===== config.mk =====
export PLATFORM = sky130hd
export DESIGN_NAME = clpc_ctrl
export DESIGN_NICKNAME = d
export VERILOG_FILES = /design/src/clpc_pkg.sv /design/src/clpc_lock_det.sv /design/src/clpc_clk_gen.sv /design/src/clpc_ctrl.sv
export SDC_FILE = /design/constraint.sdc
export NUM_CORES = 1
export LEC_CHECK = 0
export BUFFER_PORTS_ARGS = -buffer_cell sky130_fd_sc_hd__buf_2
export CAP_MARGIN = 5
export CORE_UTILIZATION = 55
export CTS_CLUSTER_SIZE = 12
export DETAILED_ROUTE_END_ITERATION = 10
export HOLD_SLACK_MARGIN = 0.06
export PLACE_DENSITY = 0.88
export SYNTH_ARGS = -nofsm -noshare
export SYNTH_HDL_FRONTEND = slang
export SYNTH_SLANG_ARGS = --single-unit

===== constraint.sdc =====
create_clock -name SYS_CLK_IN -period 4 [get_ports SYS_CLK_IN]
set_clock_uncertainty 0.2 [all_clocks]
set_input_delay 0.4 -clock SYS_CLK_IN [delete_from_list [all_inputs] [get_ports SYS_CLK_IN]]
set_output_delay 0.4 -clock SYS_CLK_IN [all_outputs]
set_load 0.02 [all_outputs]

===== src/clpc_pkg.sv =====
// clpc_pkg: register map, field positions, reset values and timing for clock lock/power control.
// assumes a 125 MHz system clock and a 16-bit plain register port.
package clpc_pkg;
	localparam int unsigned   DATA_W             = 16;
	localparam int unsigned   ADDR_W             = 16;

	// register offsets
	localparam logic [15:0]   ADDR_LOCK_STATUS   = 16'hf027;
	localparam logic [15:0]   ADDR_POWER_EN0     = 16'hf050;
	localparam logic [15:0]   ADDR_IRQ_STATUS    = 16'hf0e0;
	localparam logic [15:0]   ADDR_IRQ_MASK      = 16'hf0e1;

	// reset values
	localparam logic [15:0]   RST_LOCK_STATUS    = 16'h0000;
	localparam logic [15:0]   RST_POWER_EN0      = 16'h0000;
	localparam logic [1:0]    RST_IRQ            = 2'h0;
	localparam logic [15:0]   READ_ZERO          = 16'h0000;

	// field positions
	localparam int unsigned   LOCK_BIT           = 0;
	localparam int unsigned   PWR_GEN3_BIT       = 12;
	localparam int unsigned   PWR_GEN2_BIT       = 11;
	localparam logic [15:0]   PWR_RESERVED_MASK  = 16'he000;
	localparam int unsigned   IRQ_W              = 2;
	localparam int unsigned   IRQ_LOCK_GAIN_BIT  = 0;
	localparam int unsigned   IRQ_LOCK_LOSS_BIT  = 1;

	// reference selection for the precision generator
	localparam logic          REF_SEL_PLL        = 1'b0;
	localparam logic          REF_SEL_EXTERNAL   = 1'b1;

	// timing
	localparam int unsigned   CLK_PERIOD_NS      = 8;
	localparam int unsigned   LOCK_TIME_NS       = 2000;
	localparam int unsigned   REF_ACT_TIME_NS    = 20000;
	// least time: round up
	localparam int unsigned   LOCK_CYCLES        = (LOCK_TIME_NS + CLK_PERIOD_NS - 1) / CLK_PERIOD_NS;
	// longest time: round down
	localparam int unsigned   REF_ACT_CYCLES     = REF_ACT_TIME_NS / CLK_PERIOD_NS;

	// audio clock shape defaults
	localparam int unsigned   BCLK_HALF_CYCLES   = 4;
	localparam int unsigned   FRAME_HALF_BITS    = 32;
endpackage : clpc_pkg


===== src/clpc_lock_det.sv =====
// clpc_lock_det: lock detector for the precision generator.
// assumes reference inputs are synchronous to the system clock.
`timescale 1ns/1ps
`default_nettype none
module clpc_lock_det
	import clpc_pkg::*;
#(
	parameter int unsigned LOCK_CNT = LOCK_CYCLES,
	parameter int unsigned ACT_CNT  = REF_ACT_CYCLES
) (
	// clock and reset
	input  wire logic clk_in,
	input  wire logic rst_n_in,
	// control
	input  wire logic enable_in,
	input  wire logic ref_sel_in,
	// references
	input  wire logic pll_locked_in,
	input  wire logic ext_ref_in,
	// status
	output logic      locked_out
);
	localparam int unsigned LW = $clog2(LOCK_CNT + 1);
	localparam int unsigned AW = $clog2(ACT_CNT + 1);

	logic [LW-1:0] lock_cnt;
	logic [AW-1:0] act_cnt;
	logic          ext_prev;
	logic          ref_ok;

	always_ff @(posedge clk_in or negedge rst_n_in) begin
		if (!rst_n_in) begin
			ext_prev <= 1'b0;
		end else begin
			ext_prev <= ext_ref_in;
		end
	end

	// external reference counts as present while edges keep coming
	always_ff @(posedge clk_in or negedge rst_n_in) begin
		if (!rst_n_in) begin
			act_cnt <= '0;
		end else if (ext_ref_in != ext_prev) begin
			act_cnt <= AW'(ACT_CNT);
		end else if (act_cnt != '0) begin
			act_cnt <= act_cnt - AW'(1);
		end
	end

	assign ref_ok = (ref_sel_in == REF_SEL_EXTERNAL) ? (act_cnt != '0) : pll_locked_in;

	always_ff @(posedge clk_in or negedge rst_n_in) begin
		if (!rst_n_in) begin
			lock_cnt   <= '0;
			locked_out <= 1'b0;
		end else if (!(enable_in && ref_ok)) begin
			lock_cnt   <= '0;
			locked_out <= 1'b0;
		end else if (lock_cnt == LW'(LOCK_CNT)) begin
			locked_out <= 1'b1;
		end else begin
			lock_cnt <= lock_cnt + LW'(1);
		end
	end
endmodule : clpc_lock_det
`default_nettype wire


===== src/clpc_clk_gen.sv =====
// clpc_clk_gen: audio bit and frame clock generator with power enable.
// assumes outputs are sampled in the system clock domain.
`timescale 1ns/1ps
`default_nettype none
module clpc_clk_gen
	import clpc_pkg::*;
#(
	parameter int unsigned BCLK_HALF = BCLK_HALF_CYCLES,
	parameter int unsigned FRAME_HALF = FRAME_HALF_BITS
) (
	// clock and reset
	input  wire logic clk_in,
	input  wire logic rst_n_in,
	// control
	input  wire logic enable_in,
	// audio clocks
	output logic      bclk_out,
	output logic      fclk_out
);
	localparam int unsigned DW = $clog2(BCLK_HALF + 1);
	localparam int unsigned FW = $clog2(FRAME_HALF + 1);

	logic [DW-1:0] div_cnt;
	logic [FW-1:0] bit_cnt;

	// disabled generator sits low and restarts cleanly
	always_ff @(posedge clk_in or negedge rst_n_in) begin
		if (!rst_n_in) begin
			div_cnt  <= '0;
			bit_cnt  <= '0;
			bclk_out <= 1'b0;
			fclk_out <= 1'b0;
		end else if (!enable_in) begin
			div_cnt  <= '0;
			bit_cnt  <= '0;
			bclk_out <= 1'b0;
			fclk_out <= 1'b0;
		end else if (div_cnt == DW'(BCLK_HALF - 1)) begin
			div_cnt  <= '0;
			bclk_out <= !bclk_out;
			if (bclk_out) begin
				if (bit_cnt == FW'(FRAME_HALF - 1)) begin
					bit_cnt  <= '0;
					fclk_out <= !fclk_out;
				end else begin
					bit_cnt <= bit_cnt + FW'(1);
				end
			end
		end else begin
			div_cnt <= div_cnt + DW'(1);
		end
	end
endmodule : clpc_clk_gen
`default_nettype wire


===== src/clpc_ctrl.sv =====
// clpc_ctrl: lock status for the precision generator and power enables for the second and precision generators.
// assumes a single-cycle register master and pins synchronous to SYS_CLK_IN.
`timescale 1ns/1ps
`default_nettype none
module clpc_ctrl
	import clpc_pkg::*;
#(
	parameter int unsigned PIN_COUNT  = 4,
	parameter int unsigned FUNC_COUNT = 4,
	parameter int unsigned LOCK_CNT   = LOCK_CYCLES,
	parameter int unsigned ACT_CNT    = REF_ACT_CYCLES,
	parameter int unsigned BCLK_HALF  = BCLK_HALF_CYCLES,
	parameter int unsigned FRAME_HALF = FRAME_HALF_BITS
) (
	// clock and reset
	input  wire logic                  SYS_CLK_IN,
	input  wire logic                  RESETN_IN,

	// register port
	input  wire logic [ADDR_W-1:0]     REG_ADDR_IN,
	input  wire logic [DATA_W-1:0]     REG_WDATA_IN,
	input  wire logic                  REG_WR_IN,
	input  wire logic                  REG_RD_IN,
	output logic      [DATA_W-1:0]     REG_RDATA_OUT,

	// interrupt
	output logic                       IRQ_OUT,

	// precision generator reference
	input  wire logic                  PRECISION_GEN_REF_SELECT_IN,
	input  wire logic                  PLL_LOCKED_IN,
	input  wire logic                  EXT_REF_IN,

	// clock pin routing
	input  wire logic [PIN_COUNT-1:0]  PIN_FROM_SECOND_GEN_IN,
	input  wire logic [PIN_COUNT-1:0]  ALT_FRAME_CLOCK_IN,
	input  wire logic [PIN_COUNT-1:0]  ALT_BIT_CLOCK_IN,
	output logic      [PIN_COUNT-1:0]  FRAME_CLOCK_OUT_PINS_OUT,
	output logic      [PIN_COUNT-1:0]  BIT_CLOCK_OUT_PINS_OUT,

	// generator clocks
	output logic                       SECOND_GEN_BCLK_OUT,
	output logic                       SECOND_GEN_FCLK_OUT,
	output logic                       PRECISION_GEN_BCLK_OUT,
	output logic                       PRECISION_GEN_FCLK_OUT,

	// function clock sources and run enables (core included)
	input  wire logic [FUNC_COUNT-1:0] FUNC_FROM_SECOND_GEN_IN,
	input  wire logic [FUNC_COUNT-1:0] FUNC_FROM_PRECISION_GEN_IN,
	output logic      [FUNC_COUNT-1:0] FUNC_RUN_OUT
);
	// power enable register and derived enables
	logic [DATA_W-1:0]  power_enable;
	logic               precision_gen_power_on;
	logic               second_gen_power_on;

	// lock state
	logic               precision_gen_locked;
	logic               locked_prev;
	logic               lock_gain;
	logic               lock_loss;

	// interrupt registers
	logic [IRQ_W-1:0]   irq_status;
	logic [IRQ_W-1:0]   irq_mask;
	logic [IRQ_W-1:0]   irq_events;
	logic [IRQ_W-1:0]   irq_clear;

	// register access decode
	logic               wr_power;
	logic               wr_irq_status;
	logic               wr_irq_mask;
	logic [DATA_W-1:0]  next_rdata;

	// generator clocks
	logic               gen2_bclk;
	logic               gen2_fclk;
	logic               gen3_bclk;
	logic               gen3_fclk;

	// pin and function next values
	logic [PIN_COUNT-1:0]  next_frame_pins;
	logic [PIN_COUNT-1:0]  next_bit_pins;
	logic [FUNC_COUNT-1:0] next_func_run;

	assign precision_gen_power_on = power_enable[PWR_GEN3_BIT];
	assign second_gen_power_on    = power_enable[PWR_GEN2_BIT];

	// write decode
	always_comb begin
		wr_power      = 1'b0;
		wr_irq_status = 1'b0;
		wr_irq_mask   = 1'b0;
		if (REG_WR_IN && (REG_ADDR_IN == ADDR_POWER_EN0)) begin
			wr_power = 1'b1;
		end else if (REG_WR_IN && (REG_ADDR_IN == ADDR_IRQ_STATUS)) begin
			wr_irq_status = 1'b1;
		end else if (REG_WR_IN && (REG_ADDR_IN == ADDR_IRQ_MASK)) begin
			wr_irq_mask = 1'b1;
		end
	end

	always_ff @(posedge SYS_CLK_IN or negedge RESETN_IN) begin
		if (!RESETN_IN) begin
			power_enable <= RST_POWER_EN0;
		end else if (wr_power) begin
			power_enable <= REG_WDATA_IN;
		end
	end

	always_ff @(posedge SYS_CLK_IN or negedge RESETN_IN) begin
		if (!RESETN_IN) begin
			irq_mask <= RST_IRQ;
		end else if (wr_irq_mask) begin
			irq_mask <= REG_WDATA_IN[IRQ_W-1:0];
		end
	end

	clpc_lock_det #(
		.LOCK_CNT   (LOCK_CNT),
		.ACT_CNT    (ACT_CNT)
	) u_lock_det (
		.clk_in        (SYS_CLK_IN),
		.rst_n_in      (RESETN_IN),
		.enable_in     (precision_gen_power_on),
		.ref_sel_in    (PRECISION_GEN_REF_SELECT_IN),
		.pll_locked_in (PLL_LOCKED_IN),
		.ext_ref_in    (EXT_REF_IN),
		.locked_out    (precision_gen_locked)
	);

	always_ff @(posedge SYS_CLK_IN or negedge RESETN_IN) begin
		if (!RESETN_IN) begin
			locked_prev <= 1'b0;
		end else begin
			locked_prev <= precision_gen_locked;
		end
	end

	assign lock_gain = precision_gen_locked && !locked_prev;
	assign lock_loss = !precision_gen_locked && locked_prev;

	always_comb begin
		irq_events                    = '0;
		irq_events[IRQ_LOCK_GAIN_BIT] = lock_gain;
		irq_events[IRQ_LOCK_LOSS_BIT] = lock_loss;
		irq_clear                     = wr_irq_status ? REG_WDATA_IN[IRQ_W-1:0] : '0;
	end

	// sticky events; a set in the clearing cycle survives
	always_ff @(posedge SYS_CLK_IN or negedge RESETN_IN) begin
		if (!RESETN_IN) begin
			irq_status <= RST_IRQ;
		end else begin
			irq_status <= (irq_status & ~irq_clear) | irq_events;
		end
	end

	assign IRQ_OUT = |(irq_status & irq_mask);

	// read decode, unmapped reads zero
	always_comb begin
		next_rdata = READ_ZERO;
		if (REG_ADDR_IN == ADDR_LOCK_STATUS) begin
			next_rdata[LOCK_BIT] = precision_gen_locked;
		end else if (REG_ADDR_IN == ADDR_POWER_EN0) begin
			next_rdata = power_enable;
		end else if (REG_ADDR_IN == ADDR_IRQ_STATUS) begin
			next_rdata[IRQ_W-1:0] = irq_status;
		end else if (REG_ADDR_IN == ADDR_IRQ_MASK) begin
			next_rdata[IRQ_W-1:0] = irq_mask;
		end
	end

	// data stands only in the cycle after the strobe
	always_ff @(posedge SYS_CLK_IN or negedge RESETN_IN) begin
		if (!RESETN_IN) begin
			REG_RDATA_OUT <= RST_LOCK_STATUS;
		end else if (REG_RD_IN) begin
			REG_RDATA_OUT <= next_rdata;
		end else begin
			REG_RDATA_OUT <= READ_ZERO;
		end
	end

	clpc_clk_gen #(
		.BCLK_HALF  (BCLK_HALF),
		.FRAME_HALF (FRAME_HALF)
	) u_gen2 (
		.clk_in    (SYS_CLK_IN),
		.rst_n_in  (RESETN_IN),
		.enable_in (second_gen_power_on),
		.bclk_out  (gen2_bclk),
		.fclk_out  (gen2_fclk)
	);

	clpc_clk_gen #(
		.BCLK_HALF  (BCLK_HALF),
		.FRAME_HALF (FRAME_HALF)
	) u_gen3 (
		.clk_in    (SYS_CLK_IN),
		.rst_n_in  (RESETN_IN),
		.enable_in (precision_gen_power_on),
		.bclk_out  (gen3_bclk),
		.fclk_out  (gen3_fclk)
	);

	assign SECOND_GEN_BCLK_OUT    = gen2_bclk;
	assign SECOND_GEN_FCLK_OUT    = gen2_fclk;
	assign PRECISION_GEN_BCLK_OUT = gen3_bclk;
	assign PRECISION_GEN_FCLK_OUT = gen3_fclk;

	// pin routing, one lane per pin
	genvar gp;
	generate
		for (gp = 0; gp < PIN_COUNT; gp++) begin : g_pin
			always_comb begin
				if (PIN_FROM_SECOND_GEN_IN[gp]) begin
					next_frame_pins[gp] = second_gen_power_on && gen2_fclk;
					next_bit_pins[gp]   = second_gen_power_on && gen2_bclk;
				end else begin
					next_frame_pins[gp] = ALT_FRAME_CLOCK_IN[gp];
					next_bit_pins[gp]   = ALT_BIT_CLOCK_IN[gp];
				end
			end
		end
	endgenerate

	// registered pins add one cycle but avoid glitches on the pads
	always_ff @(posedge SYS_CLK_IN or negedge RESETN_IN) begin
		if (!RESETN_IN) begin
			FRAME_CLOCK_OUT_PINS_OUT <= '0;
			BIT_CLOCK_OUT_PINS_OUT   <= '0;
		end else begin
			FRAME_CLOCK_OUT_PINS_OUT <= next_frame_pins;
			BIT_CLOCK_OUT_PINS_OUT   <= next_bit_pins;
		end
	end

	// function run enables, one lane per function
	genvar gf;
	generate
		for (gf = 0; gf < FUNC_COUNT; gf++) begin : g_func
			always_comb begin
				next_func_run[gf] = 1'b1;
				if (FUNC_FROM_SECOND_GEN_IN[gf] && !second_gen_power_on) begin
					next_func_run[gf] = 1'b0;
				end
				if (FUNC_FROM_PRECISION_GEN_IN[gf] && !precision_gen_power_on) begin
					next_func_run[gf] = 1'b0;
				end
			end
		end
	endgenerate

	// everything halted at reset since no generator is on yet
	always_ff @(posedge SYS_CLK_IN or negedge RESETN_IN) begin
		if (!RESETN_IN) begin
			FUNC_RUN_OUT <= '0;
		end else begin
			FUNC_RUN_OUT <= next_func_run;
		end
	end
endmodule : clpc_ctrl
`default_nettype wire


==> key figures <==
Floorplanning
  – Core region area: 6944 sq um
  – Chip Width: 87.51 um
  – DIE HEIGHT: 87.51 um
  – Die Area: 7657 sq um
  – Initial Utilization: 0.5791
  – Row Count: 30
  – I/O Pins: 92

Cells and area
  – Layout area overhead: 25.36%
  – Most frequent cells in the layout: 93 x dfrtp_1, 90 x buf_2, 32 x nor2_1, 27 x mux2_2, 24 x dlygate4sd3_1
  – Share of cells above drive strength 1: 0.2966
  – Final cell count without fillers: 569
  – Fillers: approximately 490
  – Post-layout nets: 535
  – Commonest non-fill, non-tap cell in the layout: dfrtp_1

STA
  – Crit share post-route: 0.5773
  – Fmax: 433.0 MHz
  – Worst-Margin Slew: 0.9551 ns
  – Final Max Slew Viols: 0
  – Slew margin rel.: 0.3584
  – RSZ-0062 raised after global routing: false
  – Final Hold Vio Count: 0
  – Setup TNS: 0 ns
  – Post-layout min period: 2.309 ns
  – # setup viols final: 0
  – Final hold slack: 0.07051 ns

Min path
  – Min-Delay Path Class: in2reg

Drt
  – Residual DRC: 0
  – Post-Route WL: 8778 um
  – DRT iter0 DRCs: 162
  – Vias per Instance: 5.438
  – Detailed-route via count: 3094
  – Drt wl/cell: around 15 um
  – TritonRoute pass-1 iters: 4
  – Antenna-violating nets left: 0

Synth
  – Syn_nets: 414
  – Post-synthesis sequential element count: between 90 and 100
  – Commonest register cell after synthesis: dfrtp_1
  – Post-synth EDFFs: 0
  – Yosys warns: 0
  – Register area share after synthesis: 0.5787
  – Post-synthesis cell type count: 49
  – Post-Syn Area per Cell: ~12 sq um
  – Cell count after synthesis: ~350
  – Synthesized area: 4021 sq um
  – Post-synth ARST share: 1.000

Power and ir drop
  – Max VDD drop: 0.1925 mV
  – Pwr dens: 360.1 nW/um^2
  – Internal: 0.001392 W
  – Clk pwr share: 0.371
  – Leakage power: about 2.5 nW
  – Sw Ratio: 0.2329
  – Sequential share of power: 0.540
  – Part of the power in combinational logic: 0.089
  – NetSw: 0.0004228 W

Global routing
  – Largest net degree at the start of global routing: 68
  – Total track usage: 0.2436
  – Total gr overflow: 0
  – First-pass GRT wire length: 13780 um
  – Vias in the first global route: 3063
  – Initial antenna violation count: 0

Placement
  – # placed instances: 529
  – Port Buf Inserts: 91
  – Hpwl dp: 5874 um
  – Routability cong.: 0.8002

CTS
  – CTS buffer count: 9
  – Number of post-CTS setup repair buffers: 0
  – CTS tree: built
  – H-tree levels: 3
  – CTS sink count: 93
  – Worst-Skew Late Latency: 0.36 ns
  – Worst-path clk slew: ~0.090 ns
  – Clock Tree Buf Depth: 2
  – CTS Root Cell: clkbuf_8

Flow run
  – Max-Cap Viols: 0

Status
  – Status: complete, no violations

Setup path
  – CP required: approximately 4.1 ns
  – CP endpoint kind: register
  – Crit Path Category: in2reg
  – Startpoint Class: primary input
  – Worst Path Arrival: 2.40 ns
  – CP max FO: 12
[through the flow]
| stage | instance area [sq um] | util | setup WS [ns] | power [W] |
|---|---|---|---|---|
| 3_5_place_dp | 4586 | 0.6604 | 1.465 | 0.001141 |
| 2_1_floorplan | 4021 | - | 1.904 | 0.001066 |
| 3_3_place_gp | 4586 | 0.6604 | 1.509 | 0.001132 |
| 6_report | 5041 | 0.7259 | 1.691 | 0.001815 |
| 4_1_cts | 5029 | 0.7241 | 1.759 | 0.001824 |
| 5_1_grt | 5039 | 0.7256 | 1.586 | 0.001892 |
[cell usage after synthesis, types with 5 or more instances]
cell type	instances	area, sq um
a21oi_1	12	60.06
and2_1	15	93.84
dfrtp_1	93	2327
ha_1	8	100.1
inv_1	9	33.78
mux2_2	27	304.0
nand2_1	21	78.83
nand2b_1	5	31.28
nand3_1	8	40.04
nand3b_1	5	37.54
nand4_1	8	50.05
nor2_1	32	120.1
nor3_1	11	55.05
o21ai_0	10	50.05
xnor2_1	7	61.31
xor2_1	10	87.58
[state kept, by name, indices dropped and copies added (netlist names)]
| name | count |
|---|---|
| u_gen3.bclk_out | 1 |
| u_gen2.bit_cnt | 6 |
| u_gen3.bit_cnt | 6 |
| u_gen2.div_cnt | 3 |
| locked_prev | 1 |
| BIT_CLOCK_OUT_PINS_OUT | 4 |
| u_gen2.bclk_out | 1 |
| u_gen3.div_cnt | 3 |
| u_lock_det.lock_cnt | 8 |
| irq_status | 2 |
| u_lock_det.ext_prev | 1 |
| FRAME_CLOCK_OUT_PINS_OUT | 4 |
| u_gen3.fclk_out | 1 |
| u_lock_det.act_cnt | 12 |
| FUNC_RUN_OUT | 4 |
| u_lock_det.locked_out | 1 |
| power_enable | 16 |
| u_gen2.fclk_out | 1 |
| REG_RDATA_OUT | 16 |
| irq_mask | 2 |
[power groups by stage]
stage / Sequential, W / Clock [W] / Combinational (W)
detailed placement: 0.000998 / 0 / 0.000143
floorplan: 0.00100 / 0 / 0.0000642
finish: 0.000980 / 0.000674 / 0.000161
global route: 0.000983 / 0.000728 / 0.000180
global placement: 0.000996 / 0 / 0.000136
CTS: 0.000979 / 0.000684 / 0.000161
[worst paths after layout]
path / start / endpoint / slack (ns) / cells after the start
worst min register to register: u_lock_det.locked_out / locked_prev / 0.18 / 0
worst max register to register: u_lock_det.act_cnt[8] / u_lock_det.lock_cnt[5] / 1.74 / 4
min in group asynchronous: RESETN_IN / u_lock_det.act_cnt[1] / 0.47 / 2
worst min-delay path: ALT_FRAME_CLOCK_IN[3] / FRAME_CLOCK_OUT_PINS_OUT[3] / 0.07 / 2
worst max-delay path: REG_ADDR_IN[0] / REG_RDATA_OUT[10] / 1.69 / 5
max in group asynchronous: RESETN_IN / u_gen3.bclk_out / 2.28 / 3
[cell families (layout without fill, tap and decap cells)]
logic type      Yosys count  after routing  synth area share
xor+xnor                 17             17           0.03702
compound gates           47             47           0.07623
mux                      30             30           0.08307
simple gates            135            135            0.1826
flops                    93             93            0.5787
fa+ha+maj                 8              8           0.02489
other cells               0              1                 0
buf+inv                  17            142           0.01742
[worst max-delay path, stage by stage]
cell and delay (ns):
buf_2 0.14, nor4b_1 0.54, nand2_1 0.23, nor3_1 0.83, and2_1 0.27
[what timing repair did]
item                       4_1_cts  5_1_grt
hold endpoints to repair        84        1
setup endpoints to repair        0        0
hold buffers                    23        1
resized for setup                0        0
[metal layers]
layer	vias up	part of all wire	global-route usage
met5	-	0	0
met4	0	0.041	0.1505
met3	27	0.036	0.05687
met2	90	0.52	0.4155
met1	1505	0.40	0.2786
li1	1472	-	-
[layout make-up]
cell class,instances,area [sq um],area share
Sequential cell,93,2327,0.4617
Multi-Input combinational cell,237,1624,0.3222
Timing Repair Buffer,118,720.7,0.1430
Clock buffer,10,127.6,0.02532
Tap cell,96,120.1,0.02383
Clock inverter,5,85.08,0.01688
Inverter,9,33.78,0.006701
Antenna cell,1,2.502,0.0004964
No activity file was read; power rests on OpenSTA's default activity.
